[src/pls_defs.vh]
`ifndef PLS_DEFS_VH
`define PLS_DEFS_VH

// Register byte addresses
`define PLS_ADDR_W        5
`define PLS_A_PWR         5'h00
`define PLS_A_LOCK        5'h04
`define PLS_A_INIT        5'h08
`define PLS_A_STAT        5'h0C
`define PLS_A_CFG         5'h10

// Power control
`define PLS_PWR_QPD       0
`define PLS_PWR_RST       1'h1

// Lock key
`define PLS_KEY_RST       8'h00
`define PLS_KEY_LOCK      8'hCB
`define PLS_KEY_UNLOCK    8'h34

// Init and sync control bits
`define PLS_IS_CLR1       7
`define PLS_IS_CLR0       6
`define PLS_IS_HOLD_N     5
`define PLS_IS_GOE        4
`define PLS_IS_SYNC1      3
`define PLS_IS_SYNC0      2
`define PLS_IS_SYNCALL    1
`define PLS_IS_REINIT     0
`define PLS_HOLD_N_RST    1'h1
`define PLS_GOE_RST       1'h1

// Own configuration register fields
`define PLS_CFG_WAIT_LO   0
`define PLS_CFG_WAIT_HI   3
`define PLS_CFG_PIN_LO    4
`define PLS_CFG_PIN_HI    7
`define PLS_WAIT_RST      4'h2
`define PLS_WAIT_MAX      4'hC
`define PLS_PIN_RST       4'hF
`define PLS_PIN_NONE      4'hF
`define PLS_PIN_LAST      4'h8
`define PLS_NPINS         9

// Timing
`define PLS_CLK_MHZ       25
`define PLS_SQ_BASE_US    1
`define PLS_CNT_W         17

`endif

[src/pls_ctrl.v]
// Decided for this implementation: the address map and register access over Avalon-MM.
`timescale 1ns/1ns
`default_nettype none
`include "pls_defs.vh"

// Function
// - Quick-power-down select resets to 1 and any reset sequence restores it.
// - Select 0: power-good fall resets configuration registers and starts startup.
// - After that reset, power-good rise relatches static selects and loads user config.
// - Select 1: fall triggers power-down load, next rise triggers power-up load.
// - Quick mode never starts startup nor relatches static selects.
// - Lock key write of 0xCB sets the write-protect flag.
// - Lock key write of 0x34 clears the flag; key register resets to zero.
// - Bit 7 drops group 1 output enable until next group 1 sync completes.
// - Bit 6 drops group 0 output enable until next group 0 sync completes.
// - Enable-clear bits self-clear; never written together with sync triggers.
// - Input divider hold bit low holds dividers set; resets to 1.
// - Bit 4 drives the global output enable directly; resets to 1.
// - Bit 3 starts group 1 sync of DPLL and dividers; self-clears.
// - Bit 2 starts group 0 sync of DPLL and dividers; self-clears.
// - Bit 1 starts sync of both groups at once; self-clears.
// - Affected outputs are squelched for about the squelch wait time.
// - Bit 0 restarts startup from oscillator calibration with divider sync; self-clears.
// - Sync drops enables, waits 1us doubling per code up to code 0xC, then stops and aligns.
// - Four-bit pin select picks power-good pin; 0xF disables the feature.
module pls_ctrl #(
  parameter SQ_UNIT_CYC = `PLS_CLK_MHZ * `PLS_SQ_BASE_US
) (
  // Clock and reset
  input  wire                   clk_sys,
  input  wire                   rst,
  // Avalon-MM slave
  input  wire [`PLS_ADDR_W-1:0] avs_address,
  input  wire                   avs_read,
  input  wire                   avs_write,
  input  wire [31:0]            avs_writedata,
  input  wire [3:0]             avs_byteenable,
  output reg  [31:0]            avs_readdata,
  output wire                   avs_waitrequest,
  // General-purpose pins
  input  wire [`PLS_NPINS-1:0]  gpio_in,
  // Startup sequencer requests
  output reg                    startup_start,
  output reg                    csel_latch,
  output reg                    user_cfg_load,
  output reg                    dyn_load_powerdown,
  output reg                    dyn_load_powerup,
  output reg                    startup_vco_restart,
  // Divider synchronisation
  output reg                    sync_align,
  output reg  [1:0]             sync_groups,
  output reg                    sync_busy,
  // Static controls
  output reg  [1:0]             group_oe,
  output reg                    global_oe,
  output reg                    input_divider_hold_n,
  output reg                    config_write_protect
);

  // Sync sequencer states
  localparam ST_IDLE = 2'h0;
  localparam ST_WAIT = 2'h1;
  localparam ST_ALGN = 2'h2;

  // Power-good pin states
  localparam PS_RUN  = 1'h0;
  localparam PS_HOLD = 1'h1;

  //////////////////////////////////////////////////////////////////////////////
  // Bus slave: one wait cycle, then the answer

  reg        ack_q;
  wire       req    = avs_read | avs_write;
  // A write acts only at the edge where the master sees waitrequest low
  wire       wr_ok  = avs_write & ack_q & avs_byteenable[0];
  wire [7:0] wdat   = avs_writedata[7:0];

  assign avs_waitrequest = req & ~ack_q;

  always @(posedge clk_sys) begin
    if (rst) begin
      ack_q <= 1'b0;
    end else begin
      ack_q <= req & ~ack_q;
    end
  end

  //////////////////////////////////////////////////////////////////////////////
  // Registers

  reg        quick_powerdown_select;
  reg  [7:0] lock_key_q;
  reg  [3:0] wait_code_q;
  reg  [3:0] pin_sel_q;
  reg        pin_rst_q;

  wire cfg_rst  = rst | pin_rst_q;
  wire wr_pwr   = wr_ok & (avs_address == `PLS_A_PWR) & ~config_write_protect;
  wire wr_lock  = wr_ok & (avs_address == `PLS_A_LOCK);
  wire wr_init  = wr_ok & (avs_address == `PLS_A_INIT) & ~config_write_protect;
  wire wr_cfg   = wr_ok & (avs_address == `PLS_A_CFG) & ~config_write_protect;

  // Power control: only the quick-power-down select is stored
  always @(posedge clk_sys) begin
    if (cfg_rst) begin
      quick_powerdown_select <= `PLS_PWR_RST;
    end else if (wr_pwr) begin
      quick_powerdown_select <= wdat[`PLS_PWR_QPD];
    end
  end

  // Lock key and write-protect flag; the key stays writable while protected
  always @(posedge clk_sys) begin
    if (cfg_rst) begin
      lock_key_q           <= `PLS_KEY_RST;
      config_write_protect <= 1'b0;
    end else if (wr_lock) begin
      lock_key_q <= wdat;
      if (wdat == `PLS_KEY_LOCK) begin
        config_write_protect <= 1'b1;
      end else if (wdat == `PLS_KEY_UNLOCK) begin
        config_write_protect <= 1'b0;
      end
    end
  end

  // Static bits of the init and sync register
  always @(posedge clk_sys) begin
    if (cfg_rst) begin
      input_divider_hold_n <= `PLS_HOLD_N_RST;
      global_oe            <= `PLS_GOE_RST;
    end else if (wr_init) begin
      input_divider_hold_n <= wdat[`PLS_IS_HOLD_N];
      global_oe            <= wdat[`PLS_IS_GOE];
    end
  end

  // Pin select and wait code come from common configuration; pin reset keeps them
  always @(posedge clk_sys) begin
    if (rst) begin
      wait_code_q <= `PLS_WAIT_RST;
      pin_sel_q   <= `PLS_PIN_RST;
    end else if (wr_cfg) begin
      wait_code_q <= wdat[`PLS_CFG_WAIT_HI:`PLS_CFG_WAIT_LO];
      pin_sel_q   <= wdat[`PLS_CFG_PIN_HI:`PLS_CFG_PIN_LO];
    end
  end

  //////////////////////////////////////////////////////////////////////////////
  // Self-clearing strobes from the init and sync register

  // Enable-clear bits never start a sync
  wire clr_g1   = wr_init & wdat[`PLS_IS_CLR1];
  wire clr_g0   = wr_init & wdat[`PLS_IS_CLR0];
  wire reinit   = wr_init & wdat[`PLS_IS_REINIT];
  wire trig_g1  = wr_init & (wdat[`PLS_IS_SYNC1] | wdat[`PLS_IS_SYNCALL] | wdat[`PLS_IS_REINIT]);
  wire trig_g0  = wr_init & (wdat[`PLS_IS_SYNC0] | wdat[`PLS_IS_SYNCALL] | wdat[`PLS_IS_REINIT]);

  // Restart request follows an accepted write by one cycle
  always @(posedge clk_sys) begin
    if (rst) begin
      startup_vco_restart <= 1'b0;
    end else begin
      startup_vco_restart <= reinit;
    end
  end

  //////////////////////////////////////////////////////////////////////////////
  // Power-good pin: synchronise, select, detect edges

  reg  [`PLS_NPINS-1:0] pin_s1_q;
  reg  [`PLS_NPINS-1:0] pin_s2_q;
  reg                   pg_q;
  reg                   pg_prev_q;
  reg                   pg_en_q;
  reg                   ps_q;

  // Codes above the last pin, 0xF included, disable the feature
  wire pin_ok  = (pin_sel_q <= `PLS_PIN_LAST);
  wire pg_fall = pg_en_q & pg_prev_q & ~pg_q;
  wire pg_rise = pg_en_q & ~pg_prev_q & pg_q;

  // Synchroniser: only the second stage is read by the selector
  always @(posedge clk_sys) begin
    if (rst) begin
      pin_s1_q <= {`PLS_NPINS{1'b0}};
      pin_s2_q <= {`PLS_NPINS{1'b0}};
    end else begin
      pin_s1_q <= gpio_in;
      pin_s2_q <= pin_s1_q;
    end
  end

  // Selected pin level
  wire pg_now = pin_ok ? pin_s2_q[pin_sel_q] : 1'b0;

  // Edge detector; until the pin is enabled the previous level follows it,
  // so enabling a pin that already stands high is not taken as an edge
  always @(posedge clk_sys) begin
    if (rst) begin
      pg_q      <= 1'b0;
      pg_prev_q <= 1'b0;
      pg_en_q   <= 1'b0;
    end else begin
      pg_q    <= pg_now;
      pg_en_q <= pin_ok;
      if (pg_en_q) begin
        pg_prev_q <= pg_q;
      end else begin
        pg_prev_q <= pg_now;
      end
    end
  end

  // Full reset on a fall with select 0, then wait for the rise; quick mode only loads

  always @(posedge clk_sys) begin
    if (rst) begin
      ps_q                <= PS_RUN;
      pin_rst_q           <= 1'b0;
      startup_start       <= 1'b0;
      csel_latch          <= 1'b0;
      user_cfg_load       <= 1'b0;
      dyn_load_powerdown  <= 1'b0;
      dyn_load_powerup    <= 1'b0;
    end else begin
      pin_rst_q           <= 1'b0;
      startup_start       <= 1'b0;
      csel_latch          <= 1'b0;
      user_cfg_load       <= 1'b0;
      dyn_load_powerdown  <= 1'b0;
      dyn_load_powerup    <= 1'b0;
      case (ps_q)
        PS_RUN: begin
          if (pg_fall) begin
            if (quick_powerdown_select) begin
              dyn_load_powerdown <= 1'b1;
            end else begin
              pin_rst_q     <= 1'b1;
              startup_start <= 1'b1;
              ps_q          <= PS_HOLD;
            end
          end else if (pg_rise && quick_powerdown_select) begin
            dyn_load_powerup <= 1'b1;
          end
        end
        PS_HOLD: begin
          if (pg_rise) begin
            csel_latch    <= 1'b1;
            user_cfg_load <= 1'b1;
            ps_q          <= PS_RUN;
          end
        end
        default: begin
          ps_q <= PS_RUN;
        end
      endcase
    end
  end

  //////////////////////////////////////////////////////////////////////////////
  // Divider synchronisation sequencer

  reg  [1:0]               st_q;
  reg  [1:0]               pend_q;
  reg  [`PLS_CNT_W-1:0]    cnt_q;
  wire [3:0]               code = (wait_code_q > `PLS_WAIT_MAX) ? `PLS_WAIT_MAX : wait_code_q;
  wire [`PLS_CNT_W-1:0]    unit = SQ_UNIT_CYC[`PLS_CNT_W-1:0];
  wire [`PLS_CNT_W-1:0]    wait_cyc = unit << code;
  wire [1:0]               done_g = (st_q == ST_ALGN) ? sync_groups : 2'b00;
  wire [`PLS_CNT_W-1:0]    one_cyc = {{(`PLS_CNT_W-1){1'b0}}, 1'b1};
  wire                     cnt_last = (cnt_q <= one_cyc);

  // Triggers arriving while busy are queued and run afterwards

  always @(posedge clk_sys) begin
    if (rst) begin
      st_q        <= ST_IDLE;
      pend_q      <= 2'b00;
      cnt_q       <= {`PLS_CNT_W{1'b0}};
      sync_groups <= 2'b00;
      sync_align  <= 1'b0;
      sync_busy   <= 1'b0;
    end else begin
      sync_align <= 1'b0;
      case (st_q)
        ST_IDLE: begin
          pend_q <= 2'b00;
          if ((pend_q | {trig_g1, trig_g0}) != 2'b00) begin
            sync_groups <= pend_q | {trig_g1, trig_g0};
            cnt_q       <= wait_cyc;
            sync_busy   <= 1'b1;
            st_q        <= ST_WAIT;
          end
        end
        ST_WAIT: begin
          pend_q <= pend_q | {trig_g1, trig_g0};
          if (cnt_last) begin
            sync_align <= 1'b1;
            st_q       <= ST_ALGN;
          end else begin
            cnt_q <= cnt_q - one_cyc;
          end
        end
        ST_ALGN: begin
          pend_q    <= pend_q | {trig_g1, trig_g0};
          sync_busy <= 1'b0;
          st_q      <= ST_IDLE;
        end
        default: begin
          st_q <= ST_IDLE;
        end
      endcase
    end
  end

  // Group enables: dropped on clear or at sync start, restored when a sync completes;
  // completion wins over a same-cycle software clear
  wire [1:0] start_g = (st_q == ST_IDLE) ? (pend_q | {trig_g1, trig_g0}) : 2'b00;
  wire [1:0] clr_g   = {clr_g1, clr_g0};
  wire [1:0] drop_g  = clr_g | start_g;
  wire [1:0] oe_d    = (group_oe & ~drop_g) | done_g;

  always @(posedge clk_sys) begin
    if (rst) begin
      group_oe <= 2'b11;
    end else begin
      group_oe <= oe_d;
    end
  end

  //////////////////////////////////////////////////////////////////////////////
  // Read data, captured in the wait cycle

  // Reserved and unmapped bits read as zero
  reg [7:0] rd_byte;

  always @* begin
    rd_byte = 8'h00;
    case (avs_address)
      `PLS_A_PWR: begin
        rd_byte = {7'h00, quick_powerdown_select};
      end
      `PLS_A_LOCK: begin
        rd_byte = lock_key_q;
      end
      `PLS_A_INIT: begin
        rd_byte = {2'b00, input_divider_hold_n, global_oe, 4'h0};
      end
      `PLS_A_STAT: begin
        rd_byte = {1'b0, ps_q, pg_q, sync_busy, config_write_protect, 1'b0, group_oe};
      end
      `PLS_A_CFG: begin
        rd_byte = {pin_sel_q, wait_code_q};
      end
      default: begin
        rd_byte = 8'h00;
      end
    endcase
  end

  // Captured in the wait cycle, so the data stand when waitrequest drops
  always @(posedge clk_sys) begin
    if (rst) begin
      avs_readdata <= 32'h0000_0000;
    end else if (avs_read && !ack_q) begin
      avs_readdata <= {24'h00_0000, rd_byte};
    end
  end

endmodule // pls_ctrl

`default_nettype wire

[config.mk]
export PLATFORM = sky130hd
export DESIGN_NAME = pls_ctrl
export DESIGN_NICKNAME = d
export VERILOG_FILES = /design/src/pls_ctrl.v
export VERILOG_INCLUDE_DIRS = /design/src
export SDC_FILE = /design/constraint.sdc
export NUM_CORES = 1
export LEC_CHECK = 0
export ABC_AREA = 1
export BUFFER_PORTS_ARGS = -buffer_cell sky130_fd_sc_hd__buf_2
export CORE_ASPECT_RATIO = 0.6
export CORE_MARGIN = 2
export CORE_UTILIZATION = 54
export CTS_CLUSTER_DIAMETER = 80
export DETAILED_ROUTE_END_ITERATION = 12
export PLACE_DENSITY = 0.8
export SETUP_SLACK_MARGIN = 0.1
export SLEW_MARGIN = 20
export SYNTH_ARGS = -nofsm -noshare
export SYNTH_HDL_FRONTEND = slang
export SYNTH_SLANG_ARGS = --single-unit
[constraint.sdc]
create_clock -name clk_sys -period 2.5 [get_ports clk_sys]
set_input_delay 0.5 -clock clk_sys [delete_from_list [all_inputs] [get_ports clk_sys]]
set_output_delay 0.5 -clock clk_sys [all_outputs]
set_load 0.05 [all_outputs]
* Word-level counts from Yosys, hierarchy flattened *
Cells that the tools add are included.

operators by class
  bitwise logic cells = 37
  $add $sub $neg = 1
  order comparisons = 4
  $mul = 0
  mux-type cells = 27
  divide/modulo/power cells = 0
  shift-type cells = 1
  eq/ne operators = 11
  reductions and logical operators = 21

operators by type and width
  operator                                                         count
  case mux 8 bit (5 select lines)                                  1
  2-to-1 mux 17 bit                                                2
  case mux 17 bit (2 select lines)                                 1
  bitwise AND 1 bit                                                19
  less-or-equal comparator 17 x 1 -> 1 bit, second input constant  1
  left shift 5 x 4 -> 17 bit, first input constant                 1
  subtractor 17 x 1 -> 17 bit, second input constant               1
  2-to-1 mux 1 bit                                                 13
  == test 5 x 4 -> 1 bit, second input constant                    2
  nonzero test 2 bit                                               5
  == test 8 x 6 -> 1 bit, second input constant                    1
  == test 8 bit, second input constant                             1
  2-to-1 mux 2 bit                                                 4
  case mux 2 bit (2 select lines)                                  2
  AND reduction 2 bit                                              4
  OR reduction 2 bit                                               4
  inverter 1 bit                                                   7
  inequality test 2 bit, second input constant                     3
  bitwise OR 1 bit                                                 6
  bitwise OR 2 bit                                                 3
  OR reduction 3 bit                                               2
  == test 5 x 3 -> 1 bit, second input constant                    1
  == test 5 bit, second input constant                             1
  logical NOT 5 bit                                                1
  14 further kinds                                                 16

word-level totals
  register bits = 83
  input port bits = 54
  bits in latches = 0
  memory bits (read-only) = 0
  logic and storage cells = 129
  RAM bits = 0
  output and inout bits = 48
  memories = 0

* Longest topological paths before layout *
  word-level depth = 11
  gate-level depth with buffers = 13

* Least setup slack after synthesis *
Ideal clock, no wire load.

  path type = flip-flop to flip-flop
  from = register wait_code_q[2]
  to = register cnt_q[7]
  required time = 2.436 ns
  setup slack = 0.670 ns
  clock period less this slack = 1.830 ns
  buffers on the path = 1
  stages on the path, launching flop included = 14
  arrival time = 1.766 ns
  cell sequence = dfxtp_1 -> buf_2 -> nand2_1 -> inv_1 -> nor2_1 -> inv_1 -> ha_1 -> nand2_1 -> o21ai_0 -> or2_2 -> nand2_1 -> nand3b_1 -> nand2_1 -> nor2_1

on the way
  word-level cells in the longest chain between the ends = 5

ends and longest elaborated chain
  element                                         RTL line        source
  start, declared                                 pls_ctrl.v:93   reg [3:0] wait_code_q;
  start signal, assigned                          pls_ctrl.v:141  wait_code_q <= `PLS_WAIT_RST;
  start signal, assigned                          pls_ctrl.v:144  wait_code_q <= wdat[`PLS_CFG_WAIT_HI:`PLS_CFG_WAIT_LO];
  greater-than comparator 4 bit (no source line)  n/a
  2-to-1 mux 4 bit (*)                            pls_ctrl.v:267  wire [3:0] code = (wait_code_q > `PLS_WAIT_MAX) ? `PLS_WAIT_MAX : wait_code_q;
  left shift 5 x 4 -> 17 bit (*)                  pls_ctrl.v:269  wire [`PLS_CNT_W-1:0] wait_cyc = unit << code;
  2-to-1 mux 17 bit (*)                           pls_ctrl.v:289  if ((pend_q | {trig_g1, trig_g0}) != 2'b00) begin
  case mux 17 bit (2 select lines) (*)            pls_ctrl.v:286  case (st_q)
  end signal, assigned                            pls_ctrl.v:280  cnt_q <= {`PLS_CNT_W{1'b0}};
  end signal, assigned                            pls_ctrl.v:291  cnt_q <= wait_cyc;
  end signal, assigned                            pls_ctrl.v:302  cnt_q <= cnt_q - one_cyc;
  end, declared                                   pls_ctrl.v:266  reg [`PLS_CNT_W-1:0] cnt_q;

Mark *: on every way between the ends. The rest lies on a longest branch, timed or not. The select of a mux whose other input is x is not followed.
A chain may end at the register's enable or synchronous reset.

* Worst setup path after layout *
Same ends and word-level chain as after synthesis.

==> impl_metrics.tcl <==
set metrics [dict create \
    hold_slack_ns 0.349 \
    drc 0 \
    diodes 0 \
    synth-compound-area-share_pct 13.9 \
    synthCells 637 \
    hpwl_mm 8.14 \
    via_per_inst 5.33 \
    postCtsSetupRepairBufs 0 \
    h-tree-depth 3 \
    drtIter0Drc 521 \
    setup_violations 0 \
    pre_cts_slack_ns 0.413 \
    crit_family "simple AND/OR/NAND/NOR gates" \
    synth-adder-area-share_pct 3.20 \
    critPathSlowestCell "dfxtp_1" \
    hold_class "in2reg" \
    firstDrtPassIters 5 \
    final_util_pct 62.4 \
    route.met3.wl_mm 1.34 \
    stdcell_count 801 \
    num-nets-final 754 \
    holdBufCountCts 0 \
    fp.coreArea_um2 7790 \
    top_layer "met4" \
    antenna_found_initial 0 \
    io_buffers 50 \
    slowest_delay_ns 0.39 \
    grt_start_max_net_pins 28 \
    finClkSkew_ns 0.0112 \
    grt-ovfl-total 0 \
    wl_met1_mm 4.98 \
    rows 25 \
    fin_area_um2 4860 \
    timing.fmax_mhz 452 \
    post_drt_wl_per_cell_um 13.7 \
    path_buf_inv 2 \
    cts-root-buf "clkbuf_16" \
    post-route-period-util_pct 88.6 \
    vias 4268 \
    ys_seq_elements 83 \
    postSynthAreaPerCell_um2 6.75 \
    fp.dieW_um 119 \
    layout-drive-gt1-share_pct 12.8 \
    wl_met2_mm 4.59 \
    vdd_drop_max_uv 488 \
    drv_cap 0 \
    slew_viol_final 0 \
    cp_cell_sequence "nand2_1, inv_1, nor2_1, inv_1, ha_1, nand2_1, o21ai_0, or2_2, nand2_1, nand3b_1, nand2_1, nor2_1" \
    tightestPinTransition_ns 0.656 \
    die_area_um2 8710 \
    worstSetupPathType "reg2reg" \
    synth_top_family_by_area "simple AND/OR/NAND/NOR gates" \
    track_usage_pct 26.2 \
    yosys_warnings 0 \
    cts_made_buffers 9 \
    worst_ep_required_time_ns 2.79 \
    ctsResizeCount 0 \
    p_per_area_nw_per_um2 887 \
    clk_latency_ns 0.35 \
    gp_congestion 0.967 \
    start_kind "flip-flop" \
    fill_cells 710 \
    min_period_ns 2.21 \
    grt_pass1_wl_mm 17.7 \
    io_pins 102 \
    crit_path_end_kind "flip-flop" \
    start_util_pct 55.2 \
    synth_area_um2 4300 \
    outcome "finished clean" \
    finalHoldViolations 0 \
    path_max_fanout 10 \
    tritoncts "built" \
    die_h_um 73.1 \
    clock_path_buffers 2 \
    synth_xor_xnor_area_share_pct 0.204 \
    leakage_nw 2.47 \
    wirelength_mm 11.0 \
    setup_tns_ns 0 \
    route.antenna.remaining_nets 0 \
    ys_types 37 \
    rsz0062_at_grt "no" \
    relSlewSlack_pct 56.1 \
    place_inst 786 \
    fin_ws_ns 0.286 \
    clk_pin_slew_ns 0.06 \
    syn_to_final_growth_pct 13.0 \
    cts.sinks 83 \
    crit_arrival_ns 2.51 \
    seq_area_frac_synth_pct 38.7 \
    total_power_mw 4.31 \
    synthSimpleGateAreaFrac_pct 30.5 \
    synth_mux_area_share_pct 0 \
    grt_pass1_vias 3660 \
    dpl_cell_area_um2 4560 \
    path_common_cell "nand2_1" \
]
-- synthesized netlist by cell type (all sizes together) --
cell type	count	area share [%]
nor2	123	11
clkbuf	5	0.44
conb	1	0.087
nand3b	2	0.35
o211ai	13	2.3
xor2	1	0.20
buf	35	5.9
o22ai	8	1.2
nand2	150	14
a22o	1	0.20
o21ai	33	3.8
a221oi	1	0.20
a21oi	40	4.7
a211oi	1	0.17
inv	82	7.2
a32oi	2	0.41
nor4	2	0.29
nor3	6	0.70
ha	11	3.2
o21a	1	0.17
dfxtp	83	39
or2	3	0.44
o21bai	2	0.35
nand4	1	0.15
and3	1	0.15
o2111ai	1	0.20
nand3	26	3.3
a31oi	2	0.29
-- cell type report --
class	count	area, µm²	area share [%]
clock buffer	9	225	4.64
clock inverter	6	73.8	1.52
inverter	82	308	6.34
multi-input combinational	455	2140	44.1
sequential	83	1660	34.2
tap	108	135	2.78
timing repair buffer	58	310	6.39
-- cell families (layout without fill, tap and decap cells) --
logic type | count (synthesis) | count (layout)
fa+ha+maj | 11 | 11
xor+xnor | 1 | 1
buf+inv | 122 | 155
other cells | 1 | 24
simple gates | 314 | 314
flops | 83 | 83
compound gates | 105 | 105
-- sequential cells by signal (all words and copies together), names as in the netlist, 2 cells and up --
name          cells
st_q              2
pend_q            2
group_oe          2
pin_s1_q          9
cnt_q            17
lock_key_q        8
pin_sel_q         4
wait_code_q       4
avs_readdata      8
pin_s2_q          9
sync_groups       2
-- power breakdown --
group	switching (mW)	internal, mW
Clock	0.570	0.782
Sequential	0.0789	1.41
Combinational	1.03	0.439
Total	1.68	2.63
-- path summary, 6_finish.rpt --
| check | startpoint | to | slack, ns | depth (start not counted) |
|---|---|---|---|---|
| worst max-delay path | wait_code_q[2] | cnt_q[7] | 0.29 | 12 |
| worst min-delay path | gpio_in[0] | pin_s1_q[0] | 0.35 | 3 |
| worst max register to register | wait_code_q[2] | cnt_q[7] | 0.29 | 12 |
| worst min register to register | pin_s1_q[8] | pin_s2_q[8] | 0.40 | 2 |
-- cell usage in the layout, fill, tap and decap left out, types with 3 or more instances in the layout --
cell       instances
a21oi_1           40
nor3_1             6
nor2_4             3
conb_1            24
buf_4              8
clkbuf_16          9
inv_1             81
nand2_1          145
nand3_1           24
o21ai_0           33
or2_2              3
nand2_4            3
dfxtp_1           83
buf_2             50
ha_1              11
inv_6              3
nor2_1           118
o211ai_1          13
o22ai_1            8
-- layer usage --
layer / vias up / global-route usage [%]
met3: 17 / 8.28
met2: 261 / 37.7
met4: 0 / 8.86
met1: 1915 / 37.0
li1: 2075 / -
met5: - / 0
-- worst register-to-register path: stages, from the launching register on --
cell and delay (ns):
dfxtp_1 0.39, nand2_1 0.17, inv_1 0.08, nor2_1 0.22, inv_1 0.11, ha_1 0.32
nand2_1 0.09, o21ai_0 0.17, or2_2 0.33, nand2_1 0.07, nand3b_1 0.10, nand2_1 0.05
nor2_1 0.07
(Power assumes the default switching activity.)
